--- config.mk ---
export PLATFORM = sky130hd
export DESIGN_NAME = slcr_serial_link_config_regs
export DESIGN_NICKNAME = d
export VERILOG_FILES = /design/src/rtl/slcr_pkg.sv /design/src/rtl/slcr_serial_link_config_regs.sv
export SDC_FILE = /design/constraint.sdc
export NUM_CORES = 1
export LEC_CHECK = 0
export ABC_AREA = 1
export BUFFER_PORTS_ARGS = -buffer_cell sky130_fd_sc_hd__buf_2
export CAP_MARGIN = 20
export CORE_ASPECT_RATIO = 1.75
export CORE_MARGIN = 4
export CORE_UTILIZATION = 40
export DETAILED_ROUTE_END_ITERATION = 8
export PLACE_DENSITY = 0.58
export SYNTH_ARGS = -nofsm -noshare
export SYNTH_HDL_FRONTEND = slang
export SYNTH_SLANG_ARGS = --single-unit
export TNS_END_PERCENT = 30
--- constraint.sdc ---
create_clock -name sys_clk -period 1.7 [get_ports sys_clk]
set_input_delay 0.255 -clock sys_clk [delete_from_list [all_inputs] [get_ports sys_clk]]
set_output_delay 0.255 -clock sys_clk [all_outputs]
set_load 0.02 [all_outputs]
--- src/rtl/slcr_pkg.sv ---
// Package of offsets, resets, field positions and carriers for the link config registers
package slcr_pkg;

    // ------------------------------------------------------------
    // Register map
    // ------------------------------------------------------------
    localparam logic [11:0] SLCR_ADDR_FRAMES_PER_MF = 12'h202;
    localparam logic [11:0] SLCR_ADDR_SOFT_SYNC     = 12'h203;
    localparam logic [11:0] SLCR_ADDR_LINK_CTRL     = 12'h204;
    localparam logic [11:0] SLCR_ADDR_LINK_TEST     = 12'h205;

    // ------------------------------------------------------------
    // Reset values
    // ------------------------------------------------------------
    localparam logic [7:0] SLCR_RST_FRAMES_PER_MF = 8'h1F;
    localparam logic [7:0] SLCR_RST_SOFT_SYNC     = 8'h01;
    localparam logic [7:0] SLCR_RST_LINK_CTRL     = 8'h03;
    localparam logic [7:0] SLCR_RST_LINK_TEST     = 8'h00;
    localparam logic [11:0] SLCR_RST_EFF_K        = 12'h020;

    // ------------------------------------------------------------
    // Field positions
    // ------------------------------------------------------------
    localparam int SLCR_SOFT_SYNC_BIT   = 0;
    localparam int SLCR_SCR_BIT         = 0;
    localparam int SLCR_SFMT_BIT        = 1;
    localparam int SLCR_SYNC_SEL_LSB    = 2;
    localparam int SLCR_LANE_MAP_BIT    = 4;
    localparam int SLCR_TEST_SEL_LSB    = 0;
    localparam int SLCR_TEST_SEL_W      = 5;

    // ------------------------------------------------------------
    // Sync source codes and constants
    // ------------------------------------------------------------
    localparam logic [1:0] SLCR_SYNC_SRC_SE_PIN  = 2'h0;
    localparam logic [1:0] SLCR_SYNC_SRC_TS_PIN  = 2'h1;
    localparam logic [1:0] SLCR_SYNC_SRC_NONE    = 2'h2;
    localparam logic [11:0] SLCR_K64_SCALE       = 12'h100;
    localparam logic [7:0]  SLCR_LANES_LOWER     = 8'h0F;
    localparam logic [7:0]  SLCR_LANES_UPPER     = 8'hF0;

    typedef enum logic {
        SLCR_CODING_OFFSET_BIN,
        SLCR_CODING_TWOS_COMP
    } slcr_coding_t;

    // Static settings handed to the link layer
    typedef struct packed {
        logic [11:0]  frames_per_mf;
        slcr_coding_t sample_coding_sel;
        logic         scramble_en;
        logic [4:0]   link_test_sel;
    } slcr_link_cfg_t;

    // Enables and resets for the link layer
    typedef struct packed {
        logic       link_rst;
        logic       mf_counter_rst;
        logic       serdes_pwr_en;
        logic       link_clk_en;
        logic [7:0] lane_pwr_en_a;
        logic [7:0] lane_pwr_en_b;
    } slcr_link_pwr_t;

endpackage : slcr_pkg

--- src/rtl/slcr_serial_link_config_regs.sv ---
// Configuration register bank for the serial output link transmitter
`timescale 1ns/1ps

module slcr_serial_link_config_regs
    import slcr_pkg::*;
(
    // Clock and reset
    input  wire logic                     sys_clk,
    input  wire logic                     rst,
    // Register port
    input  wire logic [11:0]              reg_addr,
    input  wire logic                     reg_wr,
    input  wire logic                     reg_rd,
    input  wire logic [7:0]               reg_wdata,
    output logic      [7:0]               reg_rdata,
    // Mode and enable from neighbouring registers
    input  wire logic                     link_iface_enable,
    input  wire logic                     mode_is_64b66b,
    input  wire logic [3:0]               mode_e_param,
    input  wire logic [4:0]               mode_f_param,
    // Sync sources
    input  wire logic                     single_ended_sync_pin,
    input  wire logic                     timestamp_pin,
    input  wire logic                     timestamp_receiver_enable,
    // Link layer controls
    output slcr_pkg::slcr_link_cfg_t      link_cfg,
    output slcr_pkg::slcr_link_pwr_t      link_pwr,
    output logic                          link_resync_req
);
    import slcr_pkg::*;

    // ------------------------------------------------------------
    // Helpers
    // ------------------------------------------------------------
    // Frames per multiframe as seen by the link layer
    function automatic logic [11:0] slcr_eff_k(input logic        is64,
                                                input logic [7:0]  km1,
                                                input logic [3:0]  e,
                                                input logic [4:0]  f);
        logic [11:0] scaled;
        scaled = SLCR_K64_SCALE * {8'h00, e};
        if (is64 && (f != 5'h00)) begin
            slcr_eff_k = scaled / {7'h00, f};
        end else begin
            slcr_eff_k = {4'h0, km1} + 12'h001;
        end
    endfunction

    function automatic logic slcr_hit(input logic [11:0] a, input logic [11:0] off);
        slcr_hit = (a == off);
    endfunction

    // ------------------------------------------------------------
    // Register storage
    // ------------------------------------------------------------
    logic [7:0] frames_q;
    logic [7:0] soft_sync_q;
    logic [7:0] ctrl_q;
    logic [7:0] test_q;

    // Full bytes kept so reserved bits read back as written
    always_ff @(posedge sys_clk or posedge rst) begin
        if (rst) begin
            frames_q <= SLCR_RST_FRAMES_PER_MF;
        end else if (reg_wr && slcr_hit(reg_addr, SLCR_ADDR_FRAMES_PER_MF)) begin
            frames_q <= reg_wdata;
        end
    end

    always_ff @(posedge sys_clk or posedge rst) begin
        if (rst) begin
            soft_sync_q <= SLCR_RST_SOFT_SYNC;
        end else if (reg_wr && slcr_hit(reg_addr, SLCR_ADDR_SOFT_SYNC)) begin
            soft_sync_q <= reg_wdata;
        end
    end

    // No write guard on link enable: the software side must stop the link first
    always_ff @(posedge sys_clk or posedge rst) begin
        if (rst) begin
            ctrl_q <= SLCR_RST_LINK_CTRL;
        end else if (reg_wr && slcr_hit(reg_addr, SLCR_ADDR_LINK_CTRL)) begin
            ctrl_q <= reg_wdata;
        end
    end

    always_ff @(posedge sys_clk or posedge rst) begin
        if (rst) begin
            test_q <= SLCR_RST_LINK_TEST;
        end else if (reg_wr && slcr_hit(reg_addr, SLCR_ADDR_LINK_TEST)) begin
            test_q <= reg_wdata;
        end
    end

    // ------------------------------------------------------------
    // Read path
    // ------------------------------------------------------------
    logic [7:0] rdata_d;

    always_comb begin
        rdata_d = 8'h00;
        if (slcr_hit(reg_addr, SLCR_ADDR_FRAMES_PER_MF)) begin
            rdata_d = frames_q;
        end else if (slcr_hit(reg_addr, SLCR_ADDR_SOFT_SYNC)) begin
            rdata_d = soft_sync_q;
        end else if (slcr_hit(reg_addr, SLCR_ADDR_LINK_CTRL)) begin
            rdata_d = ctrl_q;
        end else if (slcr_hit(reg_addr, SLCR_ADDR_LINK_TEST)) begin
            rdata_d = test_q;
        end
    end

    // Data held until the next read
    always_ff @(posedge sys_clk or posedge rst) begin
        if (rst) begin
            reg_rdata <= 8'h00;
        end else if (reg_rd) begin
            reg_rdata <= rdata_d;
        end
    end

    // ------------------------------------------------------------
    // Field decode
    // ------------------------------------------------------------
    logic       soft_sync_req_low;
    logic [1:0] sync_src_sel;
    logic       upper_lane_map;
    logic       sample_coding_sel;
    logic       scrambler_on;
    logic [4:0] link_test_sel;

    assign soft_sync_req_low = soft_sync_q[SLCR_SOFT_SYNC_BIT];
    assign sync_src_sel      = ctrl_q[SLCR_SYNC_SEL_LSB +: 2];
    assign upper_lane_map    = ctrl_q[SLCR_LANE_MAP_BIT];
    assign sample_coding_sel = ctrl_q[SLCR_SFMT_BIT];
    assign scrambler_on      = ctrl_q[SLCR_SCR_BIT];
    assign link_test_sel     = test_q[SLCR_TEST_SEL_LSB +: SLCR_TEST_SEL_W];

    // ------------------------------------------------------------
    // Sync request
    // ------------------------------------------------------------
    logic pin_sync_req;
    logic resync_d;

    // Pins are active low; code 3 treated like code 2
    always_comb begin
        case (sync_src_sel)
            SLCR_SYNC_SRC_SE_PIN: pin_sync_req = ~single_ended_sync_pin;
            SLCR_SYNC_SRC_TS_PIN: pin_sync_req = timestamp_receiver_enable & ~timestamp_pin;
            SLCR_SYNC_SRC_NONE:   pin_sync_req = 1'b0;
            default:              pin_sync_req = 1'b0;
        endcase
    end

    // Software request ORed in regardless of source
    assign resync_d = ~soft_sync_req_low | pin_sync_req;

    always_ff @(posedge sys_clk or posedge rst) begin
        if (rst) begin
            link_resync_req <= 1'b0;
        end else begin
            link_resync_req <= resync_d & link_iface_enable;
        end
    end

    // ------------------------------------------------------------
    // Link configuration
    // ------------------------------------------------------------
    always_ff @(posedge sys_clk or posedge rst) begin
        if (rst) begin
            link_cfg.frames_per_mf     <= SLCR_RST_EFF_K;
            link_cfg.sample_coding_sel <= SLCR_CODING_TWOS_COMP;
            link_cfg.scramble_en       <= 1'b1;
            link_cfg.link_test_sel     <= 5'h00;
        end else begin
            link_cfg.frames_per_mf     <= slcr_eff_k(mode_is_64b66b, frames_q,
                                                     mode_e_param, mode_f_param);
            link_cfg.sample_coding_sel <= sample_coding_sel ? SLCR_CODING_TWOS_COMP
                                                            : SLCR_CODING_OFFSET_BIN;
            link_cfg.scramble_en       <= mode_is_64b66b | scrambler_on;
            link_cfg.link_test_sel     <= link_test_sel;
        end
    end

    // ------------------------------------------------------------
    // Power, reset and lane enables
    // ------------------------------------------------------------
    // Lane count against mapping is not checked; the mode choice is software's
    logic [7:0] lane_sel;

    assign lane_sel = upper_lane_map ? SLCR_LANES_UPPER : SLCR_LANES_LOWER;

    always_ff @(posedge sys_clk or posedge rst) begin
        if (rst) begin
            link_pwr.link_rst       <= 1'b1;
            link_pwr.mf_counter_rst <= 1'b1;
            link_pwr.serdes_pwr_en  <= 1'b0;
            link_pwr.link_clk_en    <= 1'b0;
            link_pwr.lane_pwr_en_a  <= 8'h00;
            link_pwr.lane_pwr_en_b  <= 8'h00;
        end else begin
            link_pwr.link_rst       <= ~link_iface_enable;
            link_pwr.mf_counter_rst <= ~link_iface_enable;
            link_pwr.serdes_pwr_en  <= link_iface_enable;
            link_pwr.link_clk_en    <= link_iface_enable;
            link_pwr.lane_pwr_en_a  <= link_iface_enable ? lane_sel : 8'h00;
            link_pwr.lane_pwr_en_b  <= link_iface_enable ? lane_sel : 8'h00;
        end
    end

endmodule // slcr_serial_link_config_regs

==> metrics, run 1 <==
Post-synth ARST share=100.0%; kind of critical path=in -> reg; core outline area=14510 um2; Layout Cells excl Fill=1444; Clock transition at path regs=0.06 ns; RD Place Congestion=0.9301; routed len/inst=15.56 um; Starting Density=41.28%; die area=17080 um2; dominant synthesized flop cell=dfrtp_1; Worst Path Buf+Inv=17; Max Freq=0.07723 GHz; mapped cell area=5991 um2; Hold Fails Final Rpt=0; ANT cells=0; fillers=1158; Gate Count Post-Synth=865; gr usage total=25.20%; CP max FO=7; critical path arrival=13.16 ns; final worst setup slack=-11.25 ns; flip-flop and latch area=1617 um2; vias in the first global route=7277; share of cells above drive strength 1=51.11%; unrepaired setup endpoints after global routing=yes; outcome=finished with violations; max cap viols=0; # IOs=86; first-pass GRT wire length=34000 um; GR Overflow Total=0; Max Transition Viols Final=0; ANT nets after route=0; worst min-delay path class=in -> reg; multi-input logic area=4498 um2; CTS Root Cell=clkbuf_16; Port-buffer cells=85; clock period minus worst slack=12.95 ns; Slew headroom=73.29%; worst-skew pair later-pin latency=0.33 ns; Final period util=761.7%; TritonCTS Sinks=64; starting DRC count in detailed routing=245; die width=100.5 um; type of origin of the critical path=primary input; area grow syn2layout=70.11%; Syn Nets=948; post-synthesis sequential area ratio=26.98%; DRC viols=0; CP Data Required Time=1.91 ns; actual slew at the worst max-slew pin=0.3989 ns; total CTS buffers=9; nets=1342; clock buffer depth=2; Vias=7261; Cells after DPL=1308; Slowest-stage cell, CP=nor2_4; Critical Path Sink Type=flip-flop; syn avg cell area=6.926 um2; count of cell types in the netlist=47; yosys warns=0; Post-synth EDFFs=0; drt total wl=22470 um; Pre-Repair DR Iteration Count=5; htree depth=3; skew final=0.006578 ns; Top delay family on crit path=simple AND/OR/NAND/NOR gates; antenna violations before repair=1; vias per std cell=5.028; Site Rows=58; Yosys reg bits=64; violated checks=negative setup slack; pin count of the biggest net entering global routing=49; Die Y=169.9 um; crit-path max cell delay=0.31 ns; post-detail-place hpwl=16030 um; CTS tree=built; final setup vio count=11
[layout by cell type (no fill, tap or decap), types with 17 or more instances in the layout]
cell	n
buf_2	83
buf_4	307
nor2_1	46
nand2_1	177
dfrtp_1	52
nand2_2	39
nor2_2	17
nand3_2	19
nand3_1	53
inv_2	19
a21oi_1	17
nor2_4	17
inv_1	110
ha_4	19
ha_1	20
xor2_1	19
o21ai_0	45
[worst paths after layout]
check / startpoint / to / slack, ns / depth (start not counted)
setup / recovery: mode_f_param[0] / link_cfg[7] / -11.25 / 111
hold / removal: link_iface_enable / link_pwr[16] / 0.08 / 1
setup reg to reg: frames_q[0] / link_cfg[13] / 0.21 / 6
hold reg to reg: ctrl_q[1] / link_cfg[6] / 0.38 / 0
max in group asynchronous: rst / frames_q[2] / 0.60 / 4
min in group asynchronous: rst / test_q[4] / 0.46 / 3
[synth_stat cells, types with 7 or more instances]
| library cell | count | share of area [%] |
|---|---|---|
| nand4_1 | 15 | 1.6 |
| xor2_1 | 19 | 2.8 |
| ha_1 | 44 | 9.2 |
| nand3_1 | 62 | 5.2 |
| dfstp_2 | 12 | 5.3 |
| nand2_2 | 16 | 1.7 |
| dfrtp_1 | 52 | 22 |
| nor2_2 | 8 | 0.84 |
| nor2_1 | 65 | 4.1 |
| nand2_1 | 212 | 13 |
| nand3_2 | 11 | 1.8 |
| xnor2_1 | 7 | 1.0 |
| nor2_4 | 7 | 1.3 |
| a21oi_1 | 29 | 2.4 |
| clkbuf_1 | 7 | 0.44 |
| o221ai_1 | 7 | 1.0 |
| o211ai_1 | 7 | 0.88 |
| o21ai_1 | 9 | 0.75 |
| o21ai_0 | 69 | 5.8 |
| inv_2 | 8 | 0.50 |
| nor3_1 | 8 | 0.67 |
| inv_1 | 125 | 7.8 |
| buf_4 | 16 | 2.0 |
[layer usage]
metal,share of wire [%],vias up,routed length (um),global-route usage (%)
met4,7.3,0,1644,16.13
li1,-,3596,-,-
met1,34,3334,7562,22.82
met5,0,-,0,0
met2,55,230,12440,50.90
met3,3.6,101,815,2.379
[cell type report]
| class | instances | area share [%] |
|---|---|---|
| repair buffers | 409 | 29.16 |
| inverters | 135 | 5.193 |
| clock buffers | 9 | 2.210 |
| flip-flops and latches | 64 | 15.86 |
| well taps | 180 | 2.210 |
| clock inverters | 7 | 1.228 |
| multi-input cells | 640 | 44.14 |
[through the flow]
| stage | instance area, um2 | hold slack [ns] | setup TNS [ns] | util [%] | setup WS (ns) |
|---|---|---|---|---|---|
| floorplan | 6276 | 0.2864 | -71.07 | - | -11.62 |
| CTS | 9614 | 0.07075 | -56.61 | 66.24 | -10.68 |
| finish | 10190 | 0.07631 | -59.76 | 70.22 | -11.25 |
| detailed placement | 8305 | 0.2519 | -67.00 | 57.22 | -11.84 |
| global route | 10190 | 0.08480 | -64.46 | 70.22 | -12.02 |
| global placement | 8305 | 0.2546 | -65.45 | 57.22 | -11.57 |
[worst reg2reg max path: cells and delay by family (launching register included)]
family	cells	cell delay (ns)
XOR/XNOR	1	0.11
adder cells (fa/ha/maj)	1	0.18
buffers and inverters	1	0.15
AO/OA/AOI/OAI	1	0.10
flip-flops	1	0.60
AND/OR/NAND/NOR	2	0.23
[registers in the layout (all words and copies together) (netlist names)]
| signal | cells |
|---|---|
| ctrl_q | 8 |
| frames_q | 8 |
| link_cfg | 19 |
| link_pwr | 4 |
| link_resync_req | 1 |
| reg_rdata | 8 |
| soft_sync_q | 8 |
| test_q | 8 |
[cell families after synthesis]
family,synth area share [%]
muxes,0.1880
and+or+nand+nor,34.42
buffers and inverters,11.45
DFF,26.98
xor gates and xnor gates,3.801
AOI/OAI and AO/OA,13.64
adders and majority gates,9.524
[timing repair]
action / CTS / global route
endpoints found under the setup margin: 10 / 12
hold buffers: 1 / 0
gates resized for setup: 61 / 93
hold endpoints to repair: 13 / 0
pin swaps: 74 / 85
buffers inserted: 94 / 25
Power of run 1 is left out: the tool's default activity adds up to more than one toggle a clock period on the data nets, which glitch-free logic cannot reach.
==> inputs of run 2 (changes only) <==
Settings changed: HOLD_SLACK_MARGIN set to 0.08, PLACE_DENSITY 0.58 to unset, PLACE_DENSITY_LB_ADDON set to 0.12.
==> run 2 against run 1 <==
  * The flow still finishes with violations (negative setup slack)
  * Maximum frequency decreased by 0.59%
  * Flip-flop and latch count unchanged
  * Core utilization decreased by 2.2 points
  * Clock-buffer cell count increased by 1
  * Clock skew decreased by 0.0016 ns
  * Final cell count decreased by 2.4%
  * Global-route usage decreased by 0.94 points
  * Cell area decreased by 3.1%
  * Non-clock buffer count decreased by 35
  * Critical path type unchanged
  * Largest cell class unchanged
==> metrics, run 2 (synthesis gave the netlist of run 1 again) <==
r2r setup slk=0.17 ns; clock period minus worst slack=13.03 ns; Worst Reg2Reg Path Length in Cells=5; Cells after DPL=1306; Critical Path Sink Type=flip-flop; CTS tree=built; kind of critical path=in -> reg; Layout Cells excl Fill=1410; TritonCTS Sinks=64; area grow syn2layout=64.83%; vias in the first global route=7207; post-detail-place hpwl=15600 um; GR Overflow Total=0; crit-path max cell delay=0.34 ns; skew final=0.005006 ns; CP Data Required Time=1.91 ns; Pre-Repair DR Iteration Count=4; share of cells above drive strength 1=48.78%; Hold Fails Final Rpt=0; max cap viols=0; Clock transition at path regs=0.06 ns; htree depth=3; final worst setup slack=-11.33 ns; Top delay family on crit path=simple AND/OR/NAND/NOR gates; die width=100.5 um; WHS Path Cells=2; DRC viols=0; hold_ws=0.1791 ns; most frequent cells in the layout=buf_4 (271), nand2_1 (181), inv_1 (111), buf_2 (83), dfrtp_1 (52); unrepaired setup endpoints after global routing=yes; Max Transition Viols Final=0; ANT nets after route=0; worst-skew pair later-pin latency=0.33 ns; critical path startpoint=mode_f_param[0]; total CTS buffers=9; Slowest-stage cell, CP=ha_1; pin count of the biggest net entering global routing=65; CTS Root Cell=clkbuf_16; die area=17080 um2; fillers=1267; starting DRC count in detailed routing=200; actual slew at the worst max-slew pin=0.4325 ns; worst r2r src=frames_q[0]; Final period util=766.2%; worst min-delay path class=in -> reg; multi-input logic area=4527 um2; Site Rows=58; flip-flop and latch area=1617 um2; RD Place Congestion=0.8880; # IOs=86; CP max FO=7; critical path arrival=13.24 ns; Vias=7047; Worst Path Buf+Inv=13; vias per std cell=4.998; first-pass GRT wire length=32900 um; outcome=finished with violations; violated checks=negative setup slack; antenna violations before repair=0; Max Freq=0.07677 GHz; final setup vio count=10; crit path to=link_cfg[7]; critical path depth=112; max reg flops=19; most common cell after layout, fill and taps aside=buf_4; Die Y=169.9 um; ANT cells=0; Largest Register=link_cfg; Starting Density=41.28%; nets=1308; gr usage total=24.26%; core outline area=14510 um2; Slew headroom=71.04%; routed len/inst=14.92 um; drt total wl=21030 um; clock buffer depth=2; reg2reg end=link_cfg[13]; type of origin of the critical path=primary input; Port-buffer cells=85
==> run 2: routing by layer <==
| layer | track usage [%] | vias to the layer above | share of wire [%] |
|---|---|---|---|
| li1 | - | 3539 | - |
| met1 | 22.25 | 3269 | 32 |
| met2 | 49.08 | 173 | 58 |
| met3 | 2.953 | 66 | 3.9 |
| met4 | 13.78 | 0 | 5.6 |
| met5 | 0 | - | 0 |
==> run 2: layout make-up <==
cell class / count / share of cell area (%)
Tap cell: 180 / 2.281
Multi-Input combinational cell: 641 / 45.84
Timing Repair Buffer: 374 / 27.28
Sequential cell: 64 / 16.37
Clock buffer: 10 / 2.420
Inverter: 135 / 5.360
Clock inverter: 6 / 0.4435
==> run 2: stage by stage <==
step / util [%] / area, um2 / TNS (ns) / setup slack, ns
after floorplan: - / 6276 / -71.07 / -11.62
after global placement: 56.95 / 8265 / -66.59 / -11.76
after detailed placement: 56.95 / 8265 / -68.06 / -12.01
after CTS: 64.48 / 9359 / -57.20 / -10.80
after global routing: 68.03 / 9874 / -65.41 / -12.25
final: 68.03 / 9874 / -60.81 / -11.33
==> run 2: how the worst min path moves through the flow <==
stage,start,end,slack [ns]
global route,mode_is_64b66b,link_cfg[5],0.18
global placement,rst,link_cfg[16],0.34
finish,mode_is_64b66b,link_cfg[5],0.18
detailed placement,rst,link_cfg[14],0.34
CTS,mode_is_64b66b,link_cfg[5],0.17
floorplan,link_iface_enable,link_pwr[16],0.29
==> run 2: repair_timing <==
item	in CTS	in global routing
hold buffers	2	0
endpoints found under the setup margin	10	16
hold endpoints to repair	53	0
gates resized for setup	71	89
pin swaps	85	82
cloned	1	0
setup buffers	69	22
Power of run 2 is left out for the same reason.
==> inputs of run 3 (changes only) <==
Settings changed: CTS_BUF_LIST set to sky130_fd_sc_hd__clkbuf_16.
==> run 3 against run 2 <==
  * First-iteration DRC count fell by 1.5%
  * Wire length about the same
  * Setup slack worse by 0.011 ns
  * Via count about the same
  * Cell area decreased by 0.10%
  * Clock-buffer cell count decreased by 1
  * Final cell count unchanged
  * Non-clock buffer count is the same
  * Sequential share of layout area barely moved
  * Maximum frequency is essentially flat
  * Global-route usage hardly changed
  * Register-to-register slack about the same
  * The run still ends with negative setup slack left
==> metrics, run 3 (synthesis gave the netlist of run 1 again) <==
actual slew at the worst max-slew pin=0.4275 ns; ANT cells=0; final worst setup slack=-11.34 ns; vias per std cell=5.000; Vias=7050; final setup vio count=10; Largest Register=link_cfg; max reg flops=19; Starting Density=41.28%; # IOs=86; routed len/inst=14.92 um; antenna violations before repair=0; unrepaired setup endpoints after global routing=yes; CTS tree=built; most frequent cells in the layout=buf_4 (271), nand2_1 (181), inv_1 (111), buf_2 (83), dfrtp_1 (52); critical path arrival=13.25 ns; RD Place Congestion=0.8880; max cap viols=0; area grow syn2layout=64.66%; die area=17080 um2; worst r2r src=frames_q[0]; Cells after DPL=1306; CP max FO=7; Slowest-stage cell, CP=ha_1; htree depth=3; Site Rows=58; Max Freq=0.07670 GHz; Final period util=766.9%; DRC viols=0; WHS Path Cells=2; clock period minus worst slack=13.04 ns; CTS Root Cell=clkbuf_16; violated checks=negative setup slack; Max Transition Viols Final=0; worst min-delay path class=in -> reg; Min-Delay Endpoint=link_cfg[5]; TritonCTS Sinks=64; total CTS buffers=9; reg2reg end=link_cfg[13]; skew final=0.005506 ns; Pre-Repair DR Iteration Count=4; Critical Path Sink Type=flip-flop; Hold Crit Start=mode_is_64b66b; post-detail-place hpwl=15600 um; starting DRC count in detailed routing=197; die width=100.5 um; nets=1308; CP Data Required Time=1.91 ns; worst-skew pair later-pin latency=0.33 ns; Port-buffer cells=85; drt total wl=21030 um; kind of critical path=in -> reg; gr usage total=24.23%; Die Y=169.9 um; crit-path max cell delay=0.34 ns; first-pass GRT wire length=32890 um; outcome=finished with violations; Worst Reg2Reg Path Length in Cells=5; Layout Cells excl Fill=1410; r2r setup slk=0.17 ns; pin count of the biggest net entering global routing=65; ANT nets after route=0; Clock transition at path regs=0.06 ns; Slew headroom=71.37%; core outline area=14510 um2; vias in the first global route=7203; clock buffer depth=2; type of origin of the critical path=primary input; most common cell after layout, fill and taps aside=buf_4; share of cells above drive strength 1=48.70%; Hold Fails Final Rpt=0; GR Overflow Total=0
[run 3: cell types whose count changed in the layout (fill, tap and decap cells not counted)]
| cell | change |
|---|---|
| clkinv_1 | +1 |
| clkbuf_8 | -1 |
[run 3: timing repair]
action | in CTS | in global routing
pin swaps | 85 | 82
gates resized for setup | 71 | 89
gates cloned | 1 | 0
setup buffers | 69 | 22
setup endpoints to repair | 10 | 16
endpoints found under the hold margin | 53 | 0
hold buffers | 2 | 0
[run 3: metrics by stage]
step                      worst slack, ns  hold slack [ns]  util [%]  cell area, um2  TNS, ns
final                              -11.34           0.1798     67.97            9864   -60.87
after global routing               -12.25           0.1813     67.97            9864   -65.43
after CTS                          -10.81           0.1673     64.41            9349   -57.21
after detailed placement           -12.01           0.3440     56.95            8265   -68.06
after global placement             -11.76           0.3412     56.95            8265   -66.59
after floorplan                    -11.62           0.2864         -            6276   -71.07
[run 3: final cells by class]
class	instances	area [um2]
clock buffers	9	225.2
multi-input cells	641	4527
clock inverters	7	47.55
flip-flops and latches	64	1617
fillers	1270	4649
inverters	135	529.3
repair buffers	374	2694
well taps	180	225.2
[run 3: routing by layer]
metal | up-vias | routed length [um] | global-route usage (%) | share of wire [%]
met5 | - | 0 | 0 | 0
met4 | 0 | 1192 | 13.67 | 5.7
met3 | 71 | 811 | 2.953 | 3.9
met2 | 171 | 12220 | 49.05 | 58
met1 | 3271 | 6807 | 22.22 | 32
li1 | 3537 | - | - | -
[run 3: critical path, delay by kind of cell]
| kind | cells | cell delay [ns] |
|---|---|---|
| AND/OR/NAND/NOR | 63 | 5.98 |
| AO/OA/AOI/OAI | 23 | 2.91 |
| buffers and inverters | 13 | 1.02 |
| adder cells (fa/ha/maj) | 13 | 3.06 |
[run 3: how the worst max path moves through the flow]
stage / slack (ns) / depth (start not counted) / end / startpoint
after floorplan: -11.62 / 112 / link_cfg[7] / mode_f_param[0]
after global placement: -11.76 / 110 / link_cfg[7] / mode_f_param[0]
after detailed placement: -12.01 / 112 / link_cfg[7] / mode_f_param[0]
after CTS: -10.81 / 113 / link_cfg[7] / mode_f_param[0]
after global routing: -12.25 / 113 / link_cfg[7] / mode_f_param[0]
final: -11.34 / 112 / link_cfg[7] / mode_f_param[0]
Power of run 3 is left out for the same reason.
